$ cat config.mk
export PLATFORM = sky130hd
export DESIGN_NAME = pecirq
export DESIGN_NICKNAME = d
export VERILOG_FILES = /design/src/core/pecirq_pkg.sv /design/src/core/pecirq.sv
export VERILOG_INCLUDE_DIRS = /design/src /design/src/core
export SDC_FILE = /design/constraint.sdc
export NUM_CORES = 1
export LEC_CHECK = 0
export CELL_PAD_IN_SITES_DETAIL_PLACEMENT = 0
export CELL_PAD_IN_SITES_GLOBAL_PLACEMENT = 1
export CORE_MARGIN = 8
export CORE_UTILIZATION = 50
export CTS_BUF_LIST = sky130_fd_sc_hd__clkbuf_8 sky130_fd_sc_hd__clkbuf_16
export CTS_CLUSTER_DIAMETER = 30
export CTS_CLUSTER_SIZE = 8
export DETAILED_ROUTE_END_ITERATION = 10
export DONT_BUFFER_PORTS = 1
export HOLD_SLACK_MARGIN = 0.03
export PLACE_DENSITY_LB_ADDON = 0.3
export SLEW_MARGIN = 20
export SYNTH_ARGS = -nofsm -noshare
export SYNTH_HDL_FRONTEND = slang
export SYNTH_SLANG_ARGS = --single-unit
export TNS_END_PERCENT = 5
$ cat constraint.sdc
create_clock -name pclk -period 3.1 [get_ports pclk]
set_input_delay 0.465 -clock pclk [delete_from_list [all_inputs] [get_ports pclk]]
set_output_delay 0.465 -clock pclk [all_outputs]
set_load 0.03 [all_outputs]
$ cat src/core/pecirq_params.svh
/*
 * Register indices, field positions, reset values and pin masks of the
 * pin edge change interrupt block.
 * Assumes it is included by its bare name from the package and the core.
 */
`ifndef PECIRQ_PARAMS_SVH
`define PECIRQ_PARAMS_SVH

// Word index of each register; byte address is four times the index
`define PECIRQ_IDX_A_FLAG 14'h0f05
`define PECIRQ_IDX_A_FALL 14'h0f06
`define PECIRQ_IDX_A_RISE 14'h0f07
`define PECIRQ_IDX_B_FLAG 14'h0f0d
`define PECIRQ_IDX_B_FALL 14'h0f0e
`define PECIRQ_IDX_B_RISE 14'h0f0f
`define PECIRQ_IDX_C_FLAG 14'h0f15
`define PECIRQ_IDX_C_FALL 14'h0f16
`define PECIRQ_IDX_C_RISE 14'h0f17
`define PECIRQ_IDX_E_FLAG 14'h0f22
`define PECIRQ_IDX_E_FALL 14'h0f23
`define PECIRQ_IDX_E_RISE 14'h0f24
`define PECIRQ_IDX_CTRL 14'h0f30
`define PECIRQ_IDX_STAT 14'h0f31
`define PECIRQ_IDX_IRQ_STAT 14'h0f32
`define PECIRQ_IDX_IRQ_MASK 14'h0f33

// Control register fields
`define PECIRQ_CTRL_IRQ_EN 0
`define PECIRQ_CTRL_EXT_RST 1
`define PECIRQ_CTRL_LV_PROG 2

// Interrupt status and mask fields
`define PECIRQ_IRQ_EDGE 0
`define PECIRQ_IRQ_WAKE 1

// Pins that exist on each port
`define PECIRQ_MASK_FULL 8'hff
`define PECIRQ_MASK_E 8'h08

// Reset values
`define PECIRQ_RST_BYTE 8'h00
`define PECIRQ_RST_CTRL 3'h0
`define PECIRQ_RST_IRQ 2'h0

`endif

$ cat src/core/pecirq_pkg.sv
/*
 * Types shared by the pin edge change interrupt block.
 * Assumes the params header sits beside it.
 */
`include "pecirq_params.svh"

package pecirq_pkg;
    // One 8-bit port worth of bits
    typedef logic [7:0] pecirq_byte_t;

    // Raw pin levels of all four ports
    typedef struct packed {
        logic fourth_port_single_pin;
        pecirq_byte_t third_port;
        pecirq_byte_t second_port;
        pecirq_byte_t first_port;
    } pecirq_pins_s;

    // Kind of per-port register
    typedef enum logic [1:0] {
        PECIRQ_FLAG,
        PECIRQ_FALL,
        PECIRQ_RISE
    } pecirq_reg_e;
endpackage

$ cat src/core/pecirq.sv
/*
 * Pin edge change interrupt core: per-pin rise and fall detection on four
 * ports, sticky change flags, summary flag, interrupt and sleep wake.
 * Every register is one aligned 32-bit word with its data in the low byte;
 * the byte address is four times the word index kept in the params header.
 * Each port owns three words in a row: change flags, fall enables and rise
 * enables. A control word, a read-only status word, a write-one-to-clear
 * interrupt status word and its mask follow the port words.
 * A pin change shows in its flag SYNC_STAGES+1 edges after it reaches the
 * pin; the wake request comes with the flag, the interrupt one edge later.
 * Every transfer answers with a one-cycle pready in its second access cycle.
 * Assumes an APB master on pclk, pin inputs asynchronous to pclk,
 * and a sleep indicator from the power controller.
 */
// How it works
// RULE_01: Every pin of all ports can detect
// RULE_02: Interrupt gated by global enable only; the code also gates it by irq_mask
// RULE_03: Rise detector enabled per pin bit
// RULE_04: Fall detector enabled per pin bit
// RULE_05: Both enables detect both edge directions
// RULE_06: Enabled edge sets pin flag, may interrupt
// RULE_07: Summary flag is OR of flags
// RULE_08: Writing zero clears a flag bit
// RULE_09: Edge during clearing write keeps flag
// RULE_10: Software clears flags by masked AND
// RULE_11: Enabled change sequence wakes from sleep
// RULE_12: Flags update before first wake instruction
// RULE_13: Flags reset zero, software RW, hardware set
// RULE_14: Reset pin or programming disables fourth
// RULE_15: Synchronise pins, compare samples, pulse edges
// RULE_16: Enable registers reset to zero
`timescale 1ns/100ps
`include "pecirq_params.svh"

module pecirq #(
    parameter int SYNC_STAGES = 2
) (
    input wire logic pclk,
    input wire logic presetn,
    input wire logic ce,
    input wire logic psel,
    input wire logic penable,
    input wire logic pwrite,
    input wire logic [15:0] paddr,
    input wire logic [31:0] pwdata,
    input wire logic [3:0] pstrb,
    output logic [31:0] prdata,
    output logic pready,
    output logic pslverr,
    input wire pecirq_pkg::pecirq_pins_s pins,
    input wire logic sleep_active,
    output logic change_irq_summary_flag,
    output logic irq,
    output logic wake_req
);
    import pecirq_pkg::*;

    // Refuse a synchroniser too short to be safe or uselessly long;
    // checked while the design is elaborated, before any clock runs
    if (SYNC_STAGES < 2 || SYNC_STAGES > 4) begin : g_bad_sync
        $error("SYNC_STAGES must be 2 to 4");
    end

    // Word index of each per-port register base, flag first
    localparam logic [3:0][13:0] BASE_IDX = {
        `PECIRQ_IDX_E_FLAG,
        `PECIRQ_IDX_C_FLAG,
        `PECIRQ_IDX_B_FLAG,
        `PECIRQ_IDX_A_FLAG
    };

    // Synchroniser chain, one word per stage
    logic [SYNC_STAGES-1:0][3:0][7:0] sync_chain;
    // Last synchronised sample, one cycle old
    logic [3:0][7:0] prev_sample;
    // Raw pins gathered per port
    logic [3:0][7:0] raw_pins;
    // Pins that exist and are live
    logic [3:0][7:0] live_mask;
    // Per-port edge enables
    logic [3:0][7:0] rise_enable_reg;
    logic [3:0][7:0] fall_enable_reg;
    // Per-port change flags
    logic [3:0][7:0] change_flag_reg;
    logic [3:0][7:0] next_change_flag_reg;
    // One-cycle edge pulses
    logic [3:0][7:0] rise_pulse;
    logic [3:0][7:0] fall_pulse;
    logic [3:0][7:0] edge_pulse;
    // Control bits
    logic change_irq_enable;
    logic external_reset_pin_enable;
    logic low_voltage_programming;
    // Sticky interrupt status and its mask
    logic [1:0] irq_status;
    logic [1:0] irq_mask;
    // Any edge this cycle
    logic any_edge;
    // Address decode results
    logic [13:0] word_idx;
    logic port_hit;
    logic [1:0] hit_port;
    pecirq_reg_e hit_kind;
    logic ctrl_hit;
    logic stat_hit;
    logic irq_stat_hit;
    logic irq_mask_hit;
    logic addr_hit;
    // Bus strobes
    logic access_cycle;
    logic wr_commit;
    logic wr_lane0;
    logic [31:0] rd_value;

    // Gather raw pins; fourth port has its one pin at bit 3
    always_comb begin
        raw_pins[0] = pins.first_port;
        raw_pins[1] = pins.second_port;
        raw_pins[2] = pins.third_port;
        raw_pins[3] = {4'h0, pins.fourth_port_single_pin, 3'h0};
    end

    // Live pins: every pin of the first three ports, and the fourth
    // port pin only while no reset pin or programming function owns it
    // Enable writes use the same mask, so a missing pin is never armed
    always_comb begin
        live_mask[0] = `PECIRQ_MASK_FULL; // RULE_01
        live_mask[1] = `PECIRQ_MASK_FULL;
        live_mask[2] = `PECIRQ_MASK_FULL;
        if (external_reset_pin_enable || low_voltage_programming) begin
            live_mask[3] = `PECIRQ_RST_BYTE; // RULE_14
        end else begin
            live_mask[3] = `PECIRQ_MASK_E;
        end
    end

    // Synchroniser: stage 0 feeds stage 1 only
    // Only the last stage is read elsewhere, so a metastable stage stays inside
    always_ff @(posedge pclk or negedge presetn) begin
        if (!presetn) begin
            sync_chain <= '0;
        end else if (ce) begin
            sync_chain[0] <= raw_pins; // RULE_15
            for (int s = 1; s < SYNC_STAGES; s++) begin
                sync_chain[s] <= sync_chain[s-1];
            end
        end
    end

    // Previous synchronised sample for edge comparison
    always_ff @(posedge pclk or negedge presetn) begin
        if (!presetn) begin
            prev_sample <= '0;
        end else if (ce) begin
            prev_sample <= sync_chain[SYNC_STAGES-1]; // RULE_15
        end
    end

    // Edge detectors, each gated by its own enable bit
    always_comb begin
        for (int p = 0; p < 4; p++) begin
            // Rising: low before, high now
            rise_pulse[p] = sync_chain[SYNC_STAGES-1][p] & ~prev_sample[p]
                & rise_enable_reg[p] & live_mask[p]; // RULE_03
            // Falling: high before, low now
            fall_pulse[p] = ~sync_chain[SYNC_STAGES-1][p] & prev_sample[p]
                & fall_enable_reg[p] & live_mask[p]; // RULE_04
            // Both enables give both directions
            edge_pulse[p] = rise_pulse[p] | fall_pulse[p]; // RULE_05
        end
        any_edge = |edge_pulse;
    end

    // Address decode over word index
    // The byte lanes of the address are dropped; a word that hits nothing
    // is answered with an error and changes no state
    always_comb begin
        word_idx = paddr[15:2];
        port_hit = 1'b0;
        hit_port = 2'h0;
        hit_kind = PECIRQ_FLAG;
        for (int p = 0; p < 4; p++) begin
            // Flag, fall and rise sit at base, base plus one, plus two
            if (word_idx == BASE_IDX[p]) begin
                port_hit = 1'b1;
                hit_port = 2'(p);
                hit_kind = PECIRQ_FLAG;
            end else if (word_idx == BASE_IDX[p] + 14'h0001) begin
                port_hit = 1'b1;
                hit_port = 2'(p);
                hit_kind = PECIRQ_FALL;
            end else if (word_idx == BASE_IDX[p] + 14'h0002) begin
                port_hit = 1'b1;
                hit_port = 2'(p);
                hit_kind = PECIRQ_RISE;
            end
        end
        ctrl_hit = (word_idx == `PECIRQ_IDX_CTRL);
        stat_hit = (word_idx == `PECIRQ_IDX_STAT);
        irq_stat_hit = (word_idx == `PECIRQ_IDX_IRQ_STAT);
        irq_mask_hit = (word_idx == `PECIRQ_IDX_IRQ_MASK);
        addr_hit = port_hit | ctrl_hit | stat_hit | irq_stat_hit | irq_mask_hit;
    end

    // Bus strobes: a write lands only at the edge that completes it
    always_comb begin
        access_cycle = psel & penable;
        wr_commit = access_cycle & pwrite & pready & addr_hit;
        wr_lane0 = wr_commit & pstrb[0];
    end

    // Read mux; bits above the register width read zero
    always_comb begin
        rd_value = 32'h0000_0000;
        if (port_hit) begin
            unique case (hit_kind)
                // Flags
                PECIRQ_FLAG: rd_value[7:0] = change_flag_reg[hit_port];
                // Fall enables
                PECIRQ_FALL: rd_value[7:0] = fall_enable_reg[hit_port];
                // Rise enables
                PECIRQ_RISE: rd_value[7:0] = rise_enable_reg[hit_port];
                default: rd_value[7:0] = `PECIRQ_RST_BYTE;
            endcase
        end else if (ctrl_hit) begin
            rd_value[`PECIRQ_CTRL_IRQ_EN] = change_irq_enable;
            rd_value[`PECIRQ_CTRL_EXT_RST] = external_reset_pin_enable;
            rd_value[`PECIRQ_CTRL_LV_PROG] = low_voltage_programming;
        end else if (stat_hit) begin
            rd_value[0] = change_irq_summary_flag;
        end else if (irq_stat_hit) begin
            rd_value[1:0] = irq_status;
        end else if (irq_mask_hit) begin
            rd_value[1:0] = irq_mask;
        end
    end

    // APB answer: ready one cycle into the access phase
    // A low clock enable freezes the answer, so the transfer just stretches;
    // the master holds its request until it sees the pulse
    always_ff @(posedge pclk or negedge presetn) begin
        if (!presetn) begin
            pready <= 1'b0;
            prdata <= 32'h0000_0000;
            pslverr <= 1'b0;
        end else if (ce) begin
            if (access_cycle && !pready) begin
                // Answer, flag unmapped addresses as errors
                pready <= 1'b1;
                prdata <= pwrite ? 32'h0000_0000 : rd_value;
                pslverr <= ~addr_hit;
            end else begin
                // Idle or transfer just completed
                pready <= 1'b0;
                prdata <= 32'h0000_0000;
                pslverr <= 1'b0;
            end
        end
    end

    // Edge enable registers
    // A fourth-port enable written while the pin belongs to the reset or
    // programming function is stored as zero
    always_ff @(posedge pclk or negedge presetn) begin
        if (!presetn) begin
            rise_enable_reg <= '0; // RULE_16
            fall_enable_reg <= '0; // RULE_16
        end else if (ce && wr_lane0 && port_hit) begin
            if (hit_kind == PECIRQ_RISE) begin
                rise_enable_reg[hit_port] <= pwdata[7:0] & live_mask[hit_port];
            end else if (hit_kind == PECIRQ_FALL) begin
                fall_enable_reg[hit_port] <= pwdata[7:0] & live_mask[hit_port];
            end
        end
    end

    // Next flag value: software write first, then hardware set wins
    // An edge in the very cycle of a clearing write survives, so software
    // that clears by masked write never loses an edge
    always_comb begin
        for (int p = 0; p < 4; p++) begin
            next_change_flag_reg[p] = change_flag_reg[p];
            // Writing zero clears, writing one sets
            if (wr_lane0 && port_hit && hit_kind == PECIRQ_FLAG
                    && hit_port == 2'(p)) begin
                next_change_flag_reg[p] = pwdata[7:0] & live_mask[p]; // RULE_08
            end
            // An edge in the write cycle still leaves its flag set
            next_change_flag_reg[p] = next_change_flag_reg[p] | edge_pulse[p]; // RULE_09
        end
    end

    // Change flag registers; clocked on every edge, asleep or not,
    // so a wake finds them already updated
    always_ff @(posedge pclk or negedge presetn) begin
        if (!presetn) begin
            change_flag_reg <= '0; // RULE_13
        end else if (ce) begin
            change_flag_reg <= next_change_flag_reg; // RULE_06 RULE_12
        end
    end

    // Summary flag follows the OR of all flags
    always_ff @(posedge pclk or negedge presetn) begin
        if (!presetn) begin
            change_irq_summary_flag <= 1'b0;
        end else if (ce) begin
            change_irq_summary_flag <= |next_change_flag_reg; // RULE_07
        end
    end

    // Control register
    always_ff @(posedge pclk or negedge presetn) begin
        if (!presetn) begin
            change_irq_enable <= 1'b0;
            external_reset_pin_enable <= 1'b0;
            low_voltage_programming <= 1'b0;
        end else if (ce && wr_lane0 && ctrl_hit) begin
            change_irq_enable <= pwdata[`PECIRQ_CTRL_IRQ_EN];
            external_reset_pin_enable <= pwdata[`PECIRQ_CTRL_EXT_RST];
            low_voltage_programming <= pwdata[`PECIRQ_CTRL_LV_PROG];
        end
    end

    // Interrupt mask register
    always_ff @(posedge pclk or negedge presetn) begin
        if (!presetn) begin
            irq_mask <= `PECIRQ_RST_IRQ;
        end else if (ce && wr_lane0 && irq_mask_hit) begin
            irq_mask <= pwdata[1:0];
        end
    end

    // Sticky interrupt status: write one clears, a new event wins
    // The wake bit records an edge seen while asleep with the enable set
    always_ff @(posedge pclk or negedge presetn) begin
        if (!presetn) begin
            irq_status <= `PECIRQ_RST_IRQ;
        end else if (ce) begin
            // Edge event sets bit 0, wake event sets bit 1
            irq_status[`PECIRQ_IRQ_EDGE] <=
                (irq_status[`PECIRQ_IRQ_EDGE]
                 & ~(wr_lane0 & irq_stat_hit & pwdata[`PECIRQ_IRQ_EDGE]))
                | any_edge; // RULE_06
            irq_status[`PECIRQ_IRQ_WAKE] <=
                (irq_status[`PECIRQ_IRQ_WAKE]
                 & ~(wr_lane0 & irq_stat_hit & pwdata[`PECIRQ_IRQ_WAKE]))
                | (sleep_active & change_irq_enable & any_edge);
        end
    end

    // Interrupt line: only while the global enable is set
    // Status keeps collecting while the enable is clear, so nothing is lost
    always_ff @(posedge pclk or negedge presetn) begin
        if (!presetn) begin
            irq <= 1'b0;
        end else if (ce) begin
            irq <= change_irq_enable & (|(irq_status & irq_mask)); // RULE_02
        end
    end

    // Wake request: raised while asleep with a pending enabled change
    // Taken from the next flag value, so it rises with the flag itself
    // and the flags are already updated when the core resumes
    always_ff @(posedge pclk or negedge presetn) begin
        if (!presetn) begin
            wake_req <= 1'b0;
        end else if (ce) begin
            wake_req <= sleep_active & change_irq_enable
                & (|next_change_flag_reg); // RULE_11
        end
    end

endmodule

# Yosys cells after proc, flatten, opt, wreduce, memory -nomap -nowiden
# Index checks and enable logic that the tools add are counted.
# totals
inputBits,84
wordCells,203
regBits,215
# op_classes
magnitude_cmp,2
n_eq_ne,21
reduce_logical,21
bitwise,61
mux,63
# ops
operator,count
$eq 14x12->1 const B,16
$and 8x8->8,15
$mux 8,11
$bmux 8 s2,4
$bwmux 32,2
$or 8x8->8,8
$reduce_or 32->1,2
$not 8->8,6
$mux 2,21
$and 8x4->8,4
$pmux 8 s3,1
$mux 1,20
$demux 8 s2,1
$not 4->8,2
$and 1x1->1,14
$logic_and 1x1->1,12
$and 4x8->8,1
$eq 2x2->1 const B,3
$or 1x1->1,6
$mux 5,1
$eq 2x1->1 const B,2
$logic_not 2->1,2
$mux 4,1
$not 1->1,4
9 further kinds,9

# Logic depth before layout (Yosys ltp)
# Gate-level depths: netlist of run 1.
# logic_depth
word_depth,26
ltp_mapped,10
depth_no_buf,7

# Least setup slack after synthesis of run 1
# Ideal clock, no wire load.
# synth_timing
path_kind,input to register
startpoint,input paddr[9]
endpoint,register change_irq_summary_flag
t_arrival_ps,2592
setup_slack_ps,375
n_path_buf,1
path_stages,8
path_cell_list,or4_1 -> nor3_1 -> and3_1 -> buf_2 -> and4_1 -> mux2_2 -> nor4_1 -> a21oi_1
# synth_between
elab_chain_cells,25
word_cells_on_any_way,75
# synth_lines
element,line_no,rtl
start: declaration,pecirq.sv:44,"input wire logic [15:0] paddr,"
$eq 14x12->1,pecirq.sv:192,end else if (word_idx == BASE_IDX[p] + 14'h0002) begin
$mux 1,pecirq.sv:192,
$mux 1,pecirq.sv:188,end else if (word_idx == BASE_IDX[p] + 14'h0001) begin
$mux 1,pecirq.sv:184,if (word_idx == BASE_IDX[p]) begin
$mux 1,pecirq.sv:192,
$mux 1,pecirq.sv:188,
$mux 1,pecirq.sv:184,
$mux 1,pecirq.sv:192,
(+5 left out),-,
$or 1x1->1 (4 in series),pecirq.sv:202,addr_hit = port_hit | ctrl_hit | stat_hit | irq_stat_hit | irq_mask_hit;
$and 1x1->1,pecirq.sv:208,wr_commit = access_cycle & pwrite & pready & addr_hit;
$and 1x1->1,pecirq.sv:209,wr_lane0 = wr_commit & pstrb[0];
$logic_and 1x1->1 (2 in series),pecirq.sv:284,if (wr_lane0 && port_hit && hit_kind == PECIRQ_FLAG
$logic_and 1x1->1,pecirq.sv:285,&& hit_port == 2'(p)) begin
$mux 8,pecirq.sv:284,
$or 8x8->8,pecirq.sv:289,next_change_flag_reg[p] = next_change_flag_reg[p] | edge_pulse[p];
$reduce_or 32->1 (*),pecirq.sv:308,change_irq_summary_flag <= |next_change_flag_reg;
end signal: assignment,pecirq.sv:308,
end: declaration,pecirq.sv:52,"output logic change_irq_summary_flag,"
# Mark *: on every way between the ends. The rest lies on a longest branch, timed or not.
# A chain may end at the register's enable or synchronous reset.

# Worst setup path in the final report of run 1
# layout_timing
startpoint,input paddr[9]
endpoint,register fall_enable_reg[15] in the netlist's numbering
# layout_between
elab_chain_cells,22
word_cells_on_any_way,70
# layout_lines
element,line_no,rtl
$eq 14x12->1,pecirq.sv:192,
$mux 1,pecirq.sv:192,
$mux 1,pecirq.sv:188,
$mux 1,pecirq.sv:184,
$mux 1,pecirq.sv:192,
$mux 1,pecirq.sv:188,
$mux 1,pecirq.sv:184,
$mux 1,pecirq.sv:192,
(+2 left out),-,
$mux 1,pecirq.sv:192,
$mux 1,pecirq.sv:188,
$mux 1,pecirq.sv:184,
$or 1x1->1 (4 in series),pecirq.sv:202,
$and 1x1->1,pecirq.sv:208,
$and 1x1->1,pecirq.sv:209,
$logic_and 1x1->1 (2 in series),pecirq.sv:268,end else if (ce && wr_lane0 && port_hit) begin
$reduce_and 3->1 (no line),-,
end signal: indexed assignment,pecirq.sv:272,fall_enable_reg[hit_port] <= pwdata[7:0] & live_mask[hit_port];
end: declaration,pecirq.sv:82,logic [3:0][7:0] fall_enable_reg;
# Parallel ways exist; a longest one is shown, timed or not. The select of a mux whose other input is x is not followed.

==> results.md, run 1 <==
* Remaining global-route overflow at 0
* WP data required at between 3000 and 4000 ps
* Fin. Hold Viols at 191
* Clock Skews at approximately 6.7 ps
* Fmax at between 300 and 400 MHz
* Power per Cell Area at 513 nW/um2
* CP max FO at 16
* # resized after CTS at 0
* Fin crit share at 85.9%
* Post-Synth Simple-Gate Area at roughly 17%
* Top cells by area, synth: dfrtp_1 (52%), mux2_2 (12%), nand2_1 (3.9%)
* CP startpoint: paddr[9]
* Std cell rows at 49
* Setup_tns at 0 ps
* Post-synthesis adder-cell area fraction at 0%
* Post-synthesis cell count at between 800 and 900
* Met3 Use GR at 5.88%
* Largest register FFs at 50
* Clk root buf: clkbuf_16
* Final instance area at 9910 um2
* Post-DP Area at ~9400 um2
* Biggest register: sync_chain
* Hold_ws at -273 ps
* DRC viols at 0
* Compound-Gate Fraction of Synth Area at about an eighth
* H-tree depth at 4
* Unrepaired setup endpoints after global routing: no
* Worst VDD drop at ~0.47 mV
* EDFF count, synth at 0
* Crit path max-delay family: simple AND/OR/NAND/NOR gates
* Die Ht at ~150 um
* CP Buf/Inv Count at 2
* Reg2reg start: pready
* Layout fillers at ~1600
* Fin crit period at around 2700 ps
* Synth unique cells at 56
* Placed cell count at between 1000 and 1500
* Wire per inst at around 23 um
* GRT Overall Usage at around 23%
* Yosys reg bits at roughly 190
* Cell Area, Synth at around 9000 um2
* Slew headroom at 25.1%
* Setup crit end: fall_enable_reg[15]
* Post-route insts no fill at 1097
* CP Class: in -> reg
* Max_cap viols at 0
* I/O Buffers at 0
* Worst hold path type: in -> async
* HPWL Detailed at around 18000 um
* Asr flop ratio synth at 100%
* Xor and xnor fraction of the mapped netlist area at less than 1%
* Core area at approximately 18000 um2
* Vias in the first global route at between 6000 and 7000
* Commonest cells after routing, fill and taps aside: dfrtp_1 (191), mux2_2 (98), nand2_1 (95)
* Clock Path Buffers at 2
* Worst-path clk slew at approximately 70 ps
* Net count, final at approximately 940
* Crit path cell chain: or4_1 > nor2_1 > o211ai_1 > buf_4 > buf_4 > nor2_1 > nand2_1 > nand2_1 > o21ai_0
* Status: finished with violations
* CTS tree: built
* Mux share of post-synthesis cell area at between 10% and 20%
* Leak pwr at ~4.2 nW
* Critical Path Max Stage Delay at 560 ps
* Top_reg_cell synth: dfrtp_1
* Slowest CP cell: or4_1
* Gr busiest metal: met2
* Startpoint types: input port
* Final setup fails at 0
* Violated checks: hold timing
* Largest net degree at the start of global routing at between 150 and 200
* Antenna cell count at 0
* R2r worst-path depth at 8
* Register area share after synthesis at between 50% and 60%
* Share of layout cells above drive strength 1 at between 15 and 20%
* First-pass GRT wire length at roughly 40000 um
* Critical Path Stages at 9
* Syn. warnings at 0
* GPL Wtd Cong at 0.922
* IO Pins at between 100 and 150
* Slew @ Worst Pin at between 1000 and 1500 ps
* First-pass iteration count of the detailed router at 7
* Area delta synth->final at 7.58%
* 1st-iter DRT viols at 765
* Yosys top cell by area: dfrtp_1
* Critical path arrival at about 3000 ps
* Commonest non-fill, non-tap cell in the layout: dfrtp_1
* Antenna Violating Nets Remaining at 0
* Largest family of logic cells by synthesized area: simple AND/OR/NAND/NOR gates
* Clock latency on the worst-skew pair at 430 ps
* Yosys top cell area share at around 52%
* Width of the die at 152 um
* FF-to-FF setup slack at about 670 ps
* Initial core utilization at 51.1%
* Vias at between 6000 and 7000
* Sink count of the clock tree at 191
* Mean Syn Cell Area at 10.6 um2
* Setup bufs post-CTS at 0
* Crit end category: flip-flop
* Met1 Usage GRT at between 30% and 40%
* CTS buffer count at 17
* Pins Over Slew Limit at 0
* DRT Wirelength at 25500 um
* Post-DR vias/cell at around 6.3
* Initial antenna violation count at 0
* Met2 global-route usage at 35.1%
* Total die area at between 20000 and 25000 um2
* Reg2reg end: rise_enable_reg[23]
## Yosys cell counts, drive strengths merged, types with 8 or more instances
cell type,instances
a222oi,23
o21ai,71
nand3b,27
nand2b,8
nor3,22
nand3,32
inv,19
a31oi,9
o21a,11
mux2i,8
nor2,30
and2,21
dfrtp,191
nand2,95
a21oi,42
mux2,98
nor4,16
buf,39
clkbuf,33
nand4,8
a22oi,11
## how the worst min path moves through the flow
stage                     startpoint                  to  cells after the start
after CTS                    presetn  change_flag_reg[1]                      0
after floorplan              presetn  change_flag_reg[0]                      0
after global placement       presetn             pslverr                      0
final                        presetn                 irq                      0
after detailed placement     presetn            wake_req                      0
after global routing         presetn                 irq                      0
## metal layers
layer / part of all wire [%] / wire length, um / vias up
met3: 8.2 / 2100 / 65
li1: - / - / 3116
met1: 42 / 10700 / 3440
met4: 4.4 / 1110 / 2
met5: 0.13 / 32 / -
met2: 46 / 11600 / 295
## final cells by class
class | instances | area [um2] | share of cell area [%]
flip-flops and latches | 191 | 4780 | 48.2
multi-input cells | 612 | 4070 | 41.1
clock buffers | 18 | 439 | 4.43
well taps | 229 | 287 | 2.89
repair buffers | 17 | 178 | 1.79
clock inverters | 11 | 83.8 | 0.846
inverters | 19 | 71.3 | 0.720
## cell families after synthesis
kind of cell / Yosys count
AND/OR/NAND/NOR: 290
AO/OA/AOI/OAI: 190
flip-flops: 191
buffers and inverters: 91
other: 1
XOR/XNOR: 1
multiplexers: 107
## report_power, final
group / leakage [nW] / switching (mW) / total (mW) / internal [mW]
Sequential: 2.39 / 0.125 / 2.77 / 2.65
Combinational: 1.57 / 0.128 / 0.294 / 0.166
Clock: 0.258 / 0.974 / 2.02 / 1.05
## worst reg2reg max path: cells and delay by family, from the launching register on
family / cells / cell delay [ps]
AND/OR/NAND/NOR: 5 / 990
flip-flops: 1 / 560
buffers and inverters: 2 / 410
multiplexers: 1 / 370
## metrics by stage
step | utilization (%) | worst slack, ps | hold slack (ps) | total power [mW]
3_5_place_dp | 52.1 | 62.1 | 177 | 3.11
6_report | 55.0 | 437 | -273 | 5.08
5_1_grt | 55.0 | 243 | -290 | 5.26
4_1_cts | 55.0 | 501 | -279 | 5.11
3_3_place_gp | 52.1 | 80.0 | 177 | 3.09
2_1_floorplan | - | 375 | 169 | 3.09
No activity file was read; power rests on OpenSTA's default activity.
==> inputs of run 2 (changes only) <==
- CORE_UTILIZATION: 50 -> 30
==> results.md, run 2 (synthesis results as in run 1) <==
* Status: finished with violations
* Violated checks: hold timing
* Largest register FFs at 50
* Final instance area at 10300 um2
* Clock latency on the worst-skew pair at between 400 and 500 ps
* Slew @ Worst Pin at approximately 850 ps
* CTS buffer count at 17
* Switching share of total power at roughly 25%
* Final setup fails at 0
* Core Util, Final at between 30% and 40%
* Biggest register: sync_chain
* # resized after CTS at 0
* Worst hold path type: in -> async
* Cell-internal power at approximately 3.9 mW
* Remaining global-route overflow at 0
* DRC viols at 0
* Pins Over Slew Limit at 0
* Vias in the first global route at between 6000 and 7000
* Place WS at approximately 57 ps
* Core area at 30400 um2
* Commonest non-fill, non-tap cell in the layout: dfrtp_1
* Combinational Power Share at under 10%
* Clk root buf: clkbuf_16
* Power per Cell Area at 507 nW/um2
* Fin crit period at roughly 2600 ps
* DRT Wirelength at between 20000 and 30000 um
* Crit end category: flip-flop
* Initial antenna violation count at 0
* Worst VDD drop at about 0.28 mV
* Largest net degree at the start of global routing at 192
* Post-route insts no fill at between 1000 and 1500
* I/O Buffers at 0
* Sink count of the clock tree at approximately 190
* CP Class: in -> reg
* Fin. Hold Viols at 191
* HPWL Detailed at between 15000 and 20000 um
* CP max FO at 3
* Critical path arrival at about 2900 ps
* Setup bufs post-CTS at 0
* 1st-iter DRT viols at about 710
* Layout fillers at between 3000 and 4000
* Total die area at between 30000 and 40000 um2
* Antenna Violating Nets Remaining at 0
* First-pass iteration count of the detailed router at 7
* Unrepaired setup endpoints after global routing: no
* Die Ht at 191 um
* Width of the die at roughly 190 um
* Wire per inst at around 22 um
* Slew headroom at roughly 43%
* Antenna cell count at 0
* Leak pwr at between 4 and 5 nW
* WP data required at around 3400 ps
* Std cell rows at between 60 and 70
* Initial core utilization at between 30% and 40%
* CTS tree: built
* Clk network pwr share at 41.2%
* Share of layout cells above drive strength 1 at 18.5%
* Seq pwr share at a little over half
* Net count, final at approximately 950
* Startpoint types: input port
* Final worst setup slack at 511 ps
* Clock Skews at between 15 and 20 ps
* Vias at between 6000 and 7000
* H-tree depth at 4
* Hold_ws at -264 ps
* Worst-path clk slew at 70 ps
* Fin crit share at a little over four fifths
* GPL Wtd Cong at around 0.85
* Max_cap viols at 0
* IO Pins at 121
* First-pass GRT wire length at between 40000 and 50000 um
* Placed cell count at 1245
* Post-DR vias/cell at 5.31
* Clock Path Buffers at 2
* Setup_tns at 0 ps
* Post-DP Area at 9710 um2
* Area delta synth->final at 11.6%
* Sw Pwr at 1.29 mW
* Commonest cells after routing, fill and taps aside: dfrtp_1 (191), mux2_2 (98), nand2_1 (95)
* GRT Overall Usage at ~15%
* Fmax at 386 MHz
[run 2: changes by cell type in the layout (fill, tap and decap cells not counted), sizes merged]
cell	change
inv	+1
buf	+10
clkbuf	+2
[run 2: final timing paths]
check,startpoint,end,slack [ps],depth (start not counted)
max in group asynchronous,presetn,prev_sample[18],3070,0
worst max-delay path,paddr[9],wake_req,510,8
worst min register to register,fall_enable_reg[24],fall_enable_reg[24],490,1
min in group pclk,ce,pready,140,1
worst min-delay path,presetn,sync_chain[13],-260,0
worst max register to register,pready,wake_req,570,8
[run 2: critical path, cell delays in order]
cell     delay [ps]
or4_1           560
nor3_1          250
and3_1          290
and4_1          310
mux2_2          360
nor4_1          410
buf_4           190
a21oi_1          60
[run 2: power by group through the flow]
stage,Clock (mW),Sequential [mW],Combinational (mW)
global placement,0,2.82,0.288
detailed placement,0,2.82,0.296
floorplan,0,2.77,0.311
global route,2.31,2.80,0.319
finish,2.15,2.77,0.294
CTS,2.21,2.77,0.297
[run 2: per-layer routing]
metal  routed length, um  track usage (%)  share of wire (%)
met5                   0                0                  0
met4                 646             5.06                2.3
met2               12700             23.0                 45
met1               12600             21.2                 45
met3                2200             4.41                7.8
[run 2: layout make-up]
class / count / area, um2 / area share, %
Clock inverter: 12 / 103 / 0.999
Sequential cell: 191 / 4780 / 46.5
Multi-Input combinational cell: 612 / 4070 / 39.6
Inverter: 19 / 71.3 / 0.694
Tap cell: 396 / 495 / 4.82
Clock buffer: 20 / 467 / 4.54
Timing Repair Buffer: 27 / 290 / 2.83
[run 2: stage by stage]
stage	hold slack [ps]	total power [mW]
floorplan	169	3.09
global placement	185	3.10
detailed placement	183	3.12
CTS	-289	5.28
global route	-293	5.43
finish	-264	5.21
==> inputs of run 3 (changes only) <==
- clock period: 3.1 -> 2.25 ns (I/O delays scaled with it)
==> results.md, run 3 (synthesis results as in run 1) <==
* Status: finished with violations
* Violated checks: hold timing, setup timing
* IO Pins at 121
* Std cell rows at 64
* CP startpoint: paddr[9]
* Crit end category: flip-flop
* Width of the die at between 150 and 200 um
* CP max FO at 24
* Biggest register: sync_chain
* Fin crit share at 101%
* Hold_ws at -386 ps
* CP Class: in -> reg
* Remaining global-route overflow at 0
* Max_cap viols at 0
* Core Util, Final at 36.2%
* Pins Over Slew Limit at 0
* DRT Wirelength at 28900 um
* GPL Wtd Cong at ~0.85
* First-pass GRT wire length at around 44000 um
* Fin crit period at 2270 ps
* Reg2reg end: change_irq_summary_flag
* First-pass iteration count of the detailed router at 6
* H-tree depth at 4
* Post-route insts no fill at around 1300
* Antenna cell count at 0
* Worst VDD drop at roughly 0.46 mV
* Layout fillers at slightly above 3000
* Slew @ Worst Pin at around 750 ps
* Final worst setup slack at -17.0 ps
* Die Ht at roughly 190 um
* Clock Path Buffers at 2
* Commonest cells after routing, fill and taps aside: dfrtp_1 (191), nand2_1 (95), mux2_2 (95)
* Slew headroom at just under 50%
* Share of layout cells above drive strength 1 at approximately a quarter
* Worst-path clk slew at 70 ps
* Vias at ~7000
* Power per Cell Area at approximately 680 nW/um2
* CTS buffer count at 17
* I/O Buffers at 0
* Leak pwr at between 4 and 5 nW
* Fin. Hold Viols at 191
* Setup bufs post-CTS at 0
* HPWL Detailed at 20500 um
* Antenna Violating Nets Remaining at 0
* Post-DR vias/cell at ~5.2
* Critical path arrival at approximately 2600 ps
* Unrepaired setup endpoints after global routing: yes
* DRC viols at 0
* GRT Overall Usage at approximately 16%
* Vias in the first global route at roughly 7000
* Initial antenna violation count at 0
* Final setup fails at 1
* Initial core utilization at a little under a third
* Commonest non-fill, non-tap cell in the layout: dfrtp_1
* Largest net degree at the start of global routing at about 190
* Reg2reg start: fall_enable_reg[5]
* Wire per inst at 21.5 um
* Startpoint types: input port
* Worst hold path type: in -> async
* CTS tree: built
* Total die area at ~37000 um2
* Core area at 30400 um2
* Clock latency on the worst-skew pair at 440 ps
* 1st-iter DRT viols at about 660
* Largest register FFs at 50
* Clk root buf: clkbuf_16
* Net count, final at ~1000
* Placed cell count at about 1300
* Area delta synth->final at 19.5%
* R2r worst-path depth at 7
* WP data required at approximately 2600 ps
* Sink count of the clock tree at 191
* Setup crit end: prdata[1]
* Fmax at between 400 and 500 MHz
* FF-to-FF setup slack at between 100 and 150 ps
* Clock Skews at between 10 and 15 ps
run 3: per-layer routing:
layer	vias up	global-route usage, %	share of wire (%)
met2	173	25.8	48
met1	3542	21.0	45
met5	-	0	0
met4	0	3.55	1.4
li1	3270	-	-
met3	21	3.85	6.0
run 3: layout make-up:
class	instances	area [um2]	area share, %
Timing Repair Buffer	92	871	7.92
Clock inverter	15	193	1.75
Tap cell	396	495	4.50
Clock buffer	17	425	3.87
Inverter	19	71.3	0.648
Sequential cell	191	4780	43.4
Multi-Input combinational cell	612	4170	37.9
run 3: how the worst min path moves through the flow:
stage | start | end | slack (ps)
4_1_cts | presetn | sync_chain[54] | -410
3_3_place_gp | presetn | sync_chain[21] | 60
5_1_grt | presetn | sync_chain[21] | -420
6_report | presetn | sync_chain[21] | -390
2_1_floorplan | presetn | change_flag_reg[0] | 40
3_5_place_dp | presetn | sync_chain[21] | 60
run 3: critical path, stage by stage:
cell and delay (ps):
or4_4 520, or2_0 270, buf_4 170, nor3_2 310, buf_12 220, a222oi_1 140
a21oi_1 270, nor3_2 90, buf_4 140, o21ai_0 130
run 3: power breakdown:
part           total (mW)  switching, mW  internal (mW)
registers            3.81          0.165           3.64
clock network        3.16           1.55           1.61
logic               0.487          0.202          0.285
total                7.46           1.92           5.54
run 3: timing repair:
action	in CTS	in global routing
setup endpoints to repair	1	9
hold buffers	5	12
endpoints found under the hold margin	196	203
gates resized for setup	1	10
pin swaps	0	4
run 3: metrics by stage:
stage / cell area, um2 / setup TNS, ps / setup WS, ps / power, mW / hold WS (ps)
after detailed placement: 10200 / -24980 / -511 / 4.34 / 59.3
after CTS: 10800 / 0 / 18.1 / 7.52 / -409
final: 11000 / -17.0 / -17.0 / 7.46 / -386
after floorplan: 9370 / -12100 / -265 / 4.25 / 41.9
after global routing: 11000 / -167 / -44.6 / 7.75 / -417
after global placement: 10200 / -25360 / -522 / 4.32 / 58.0
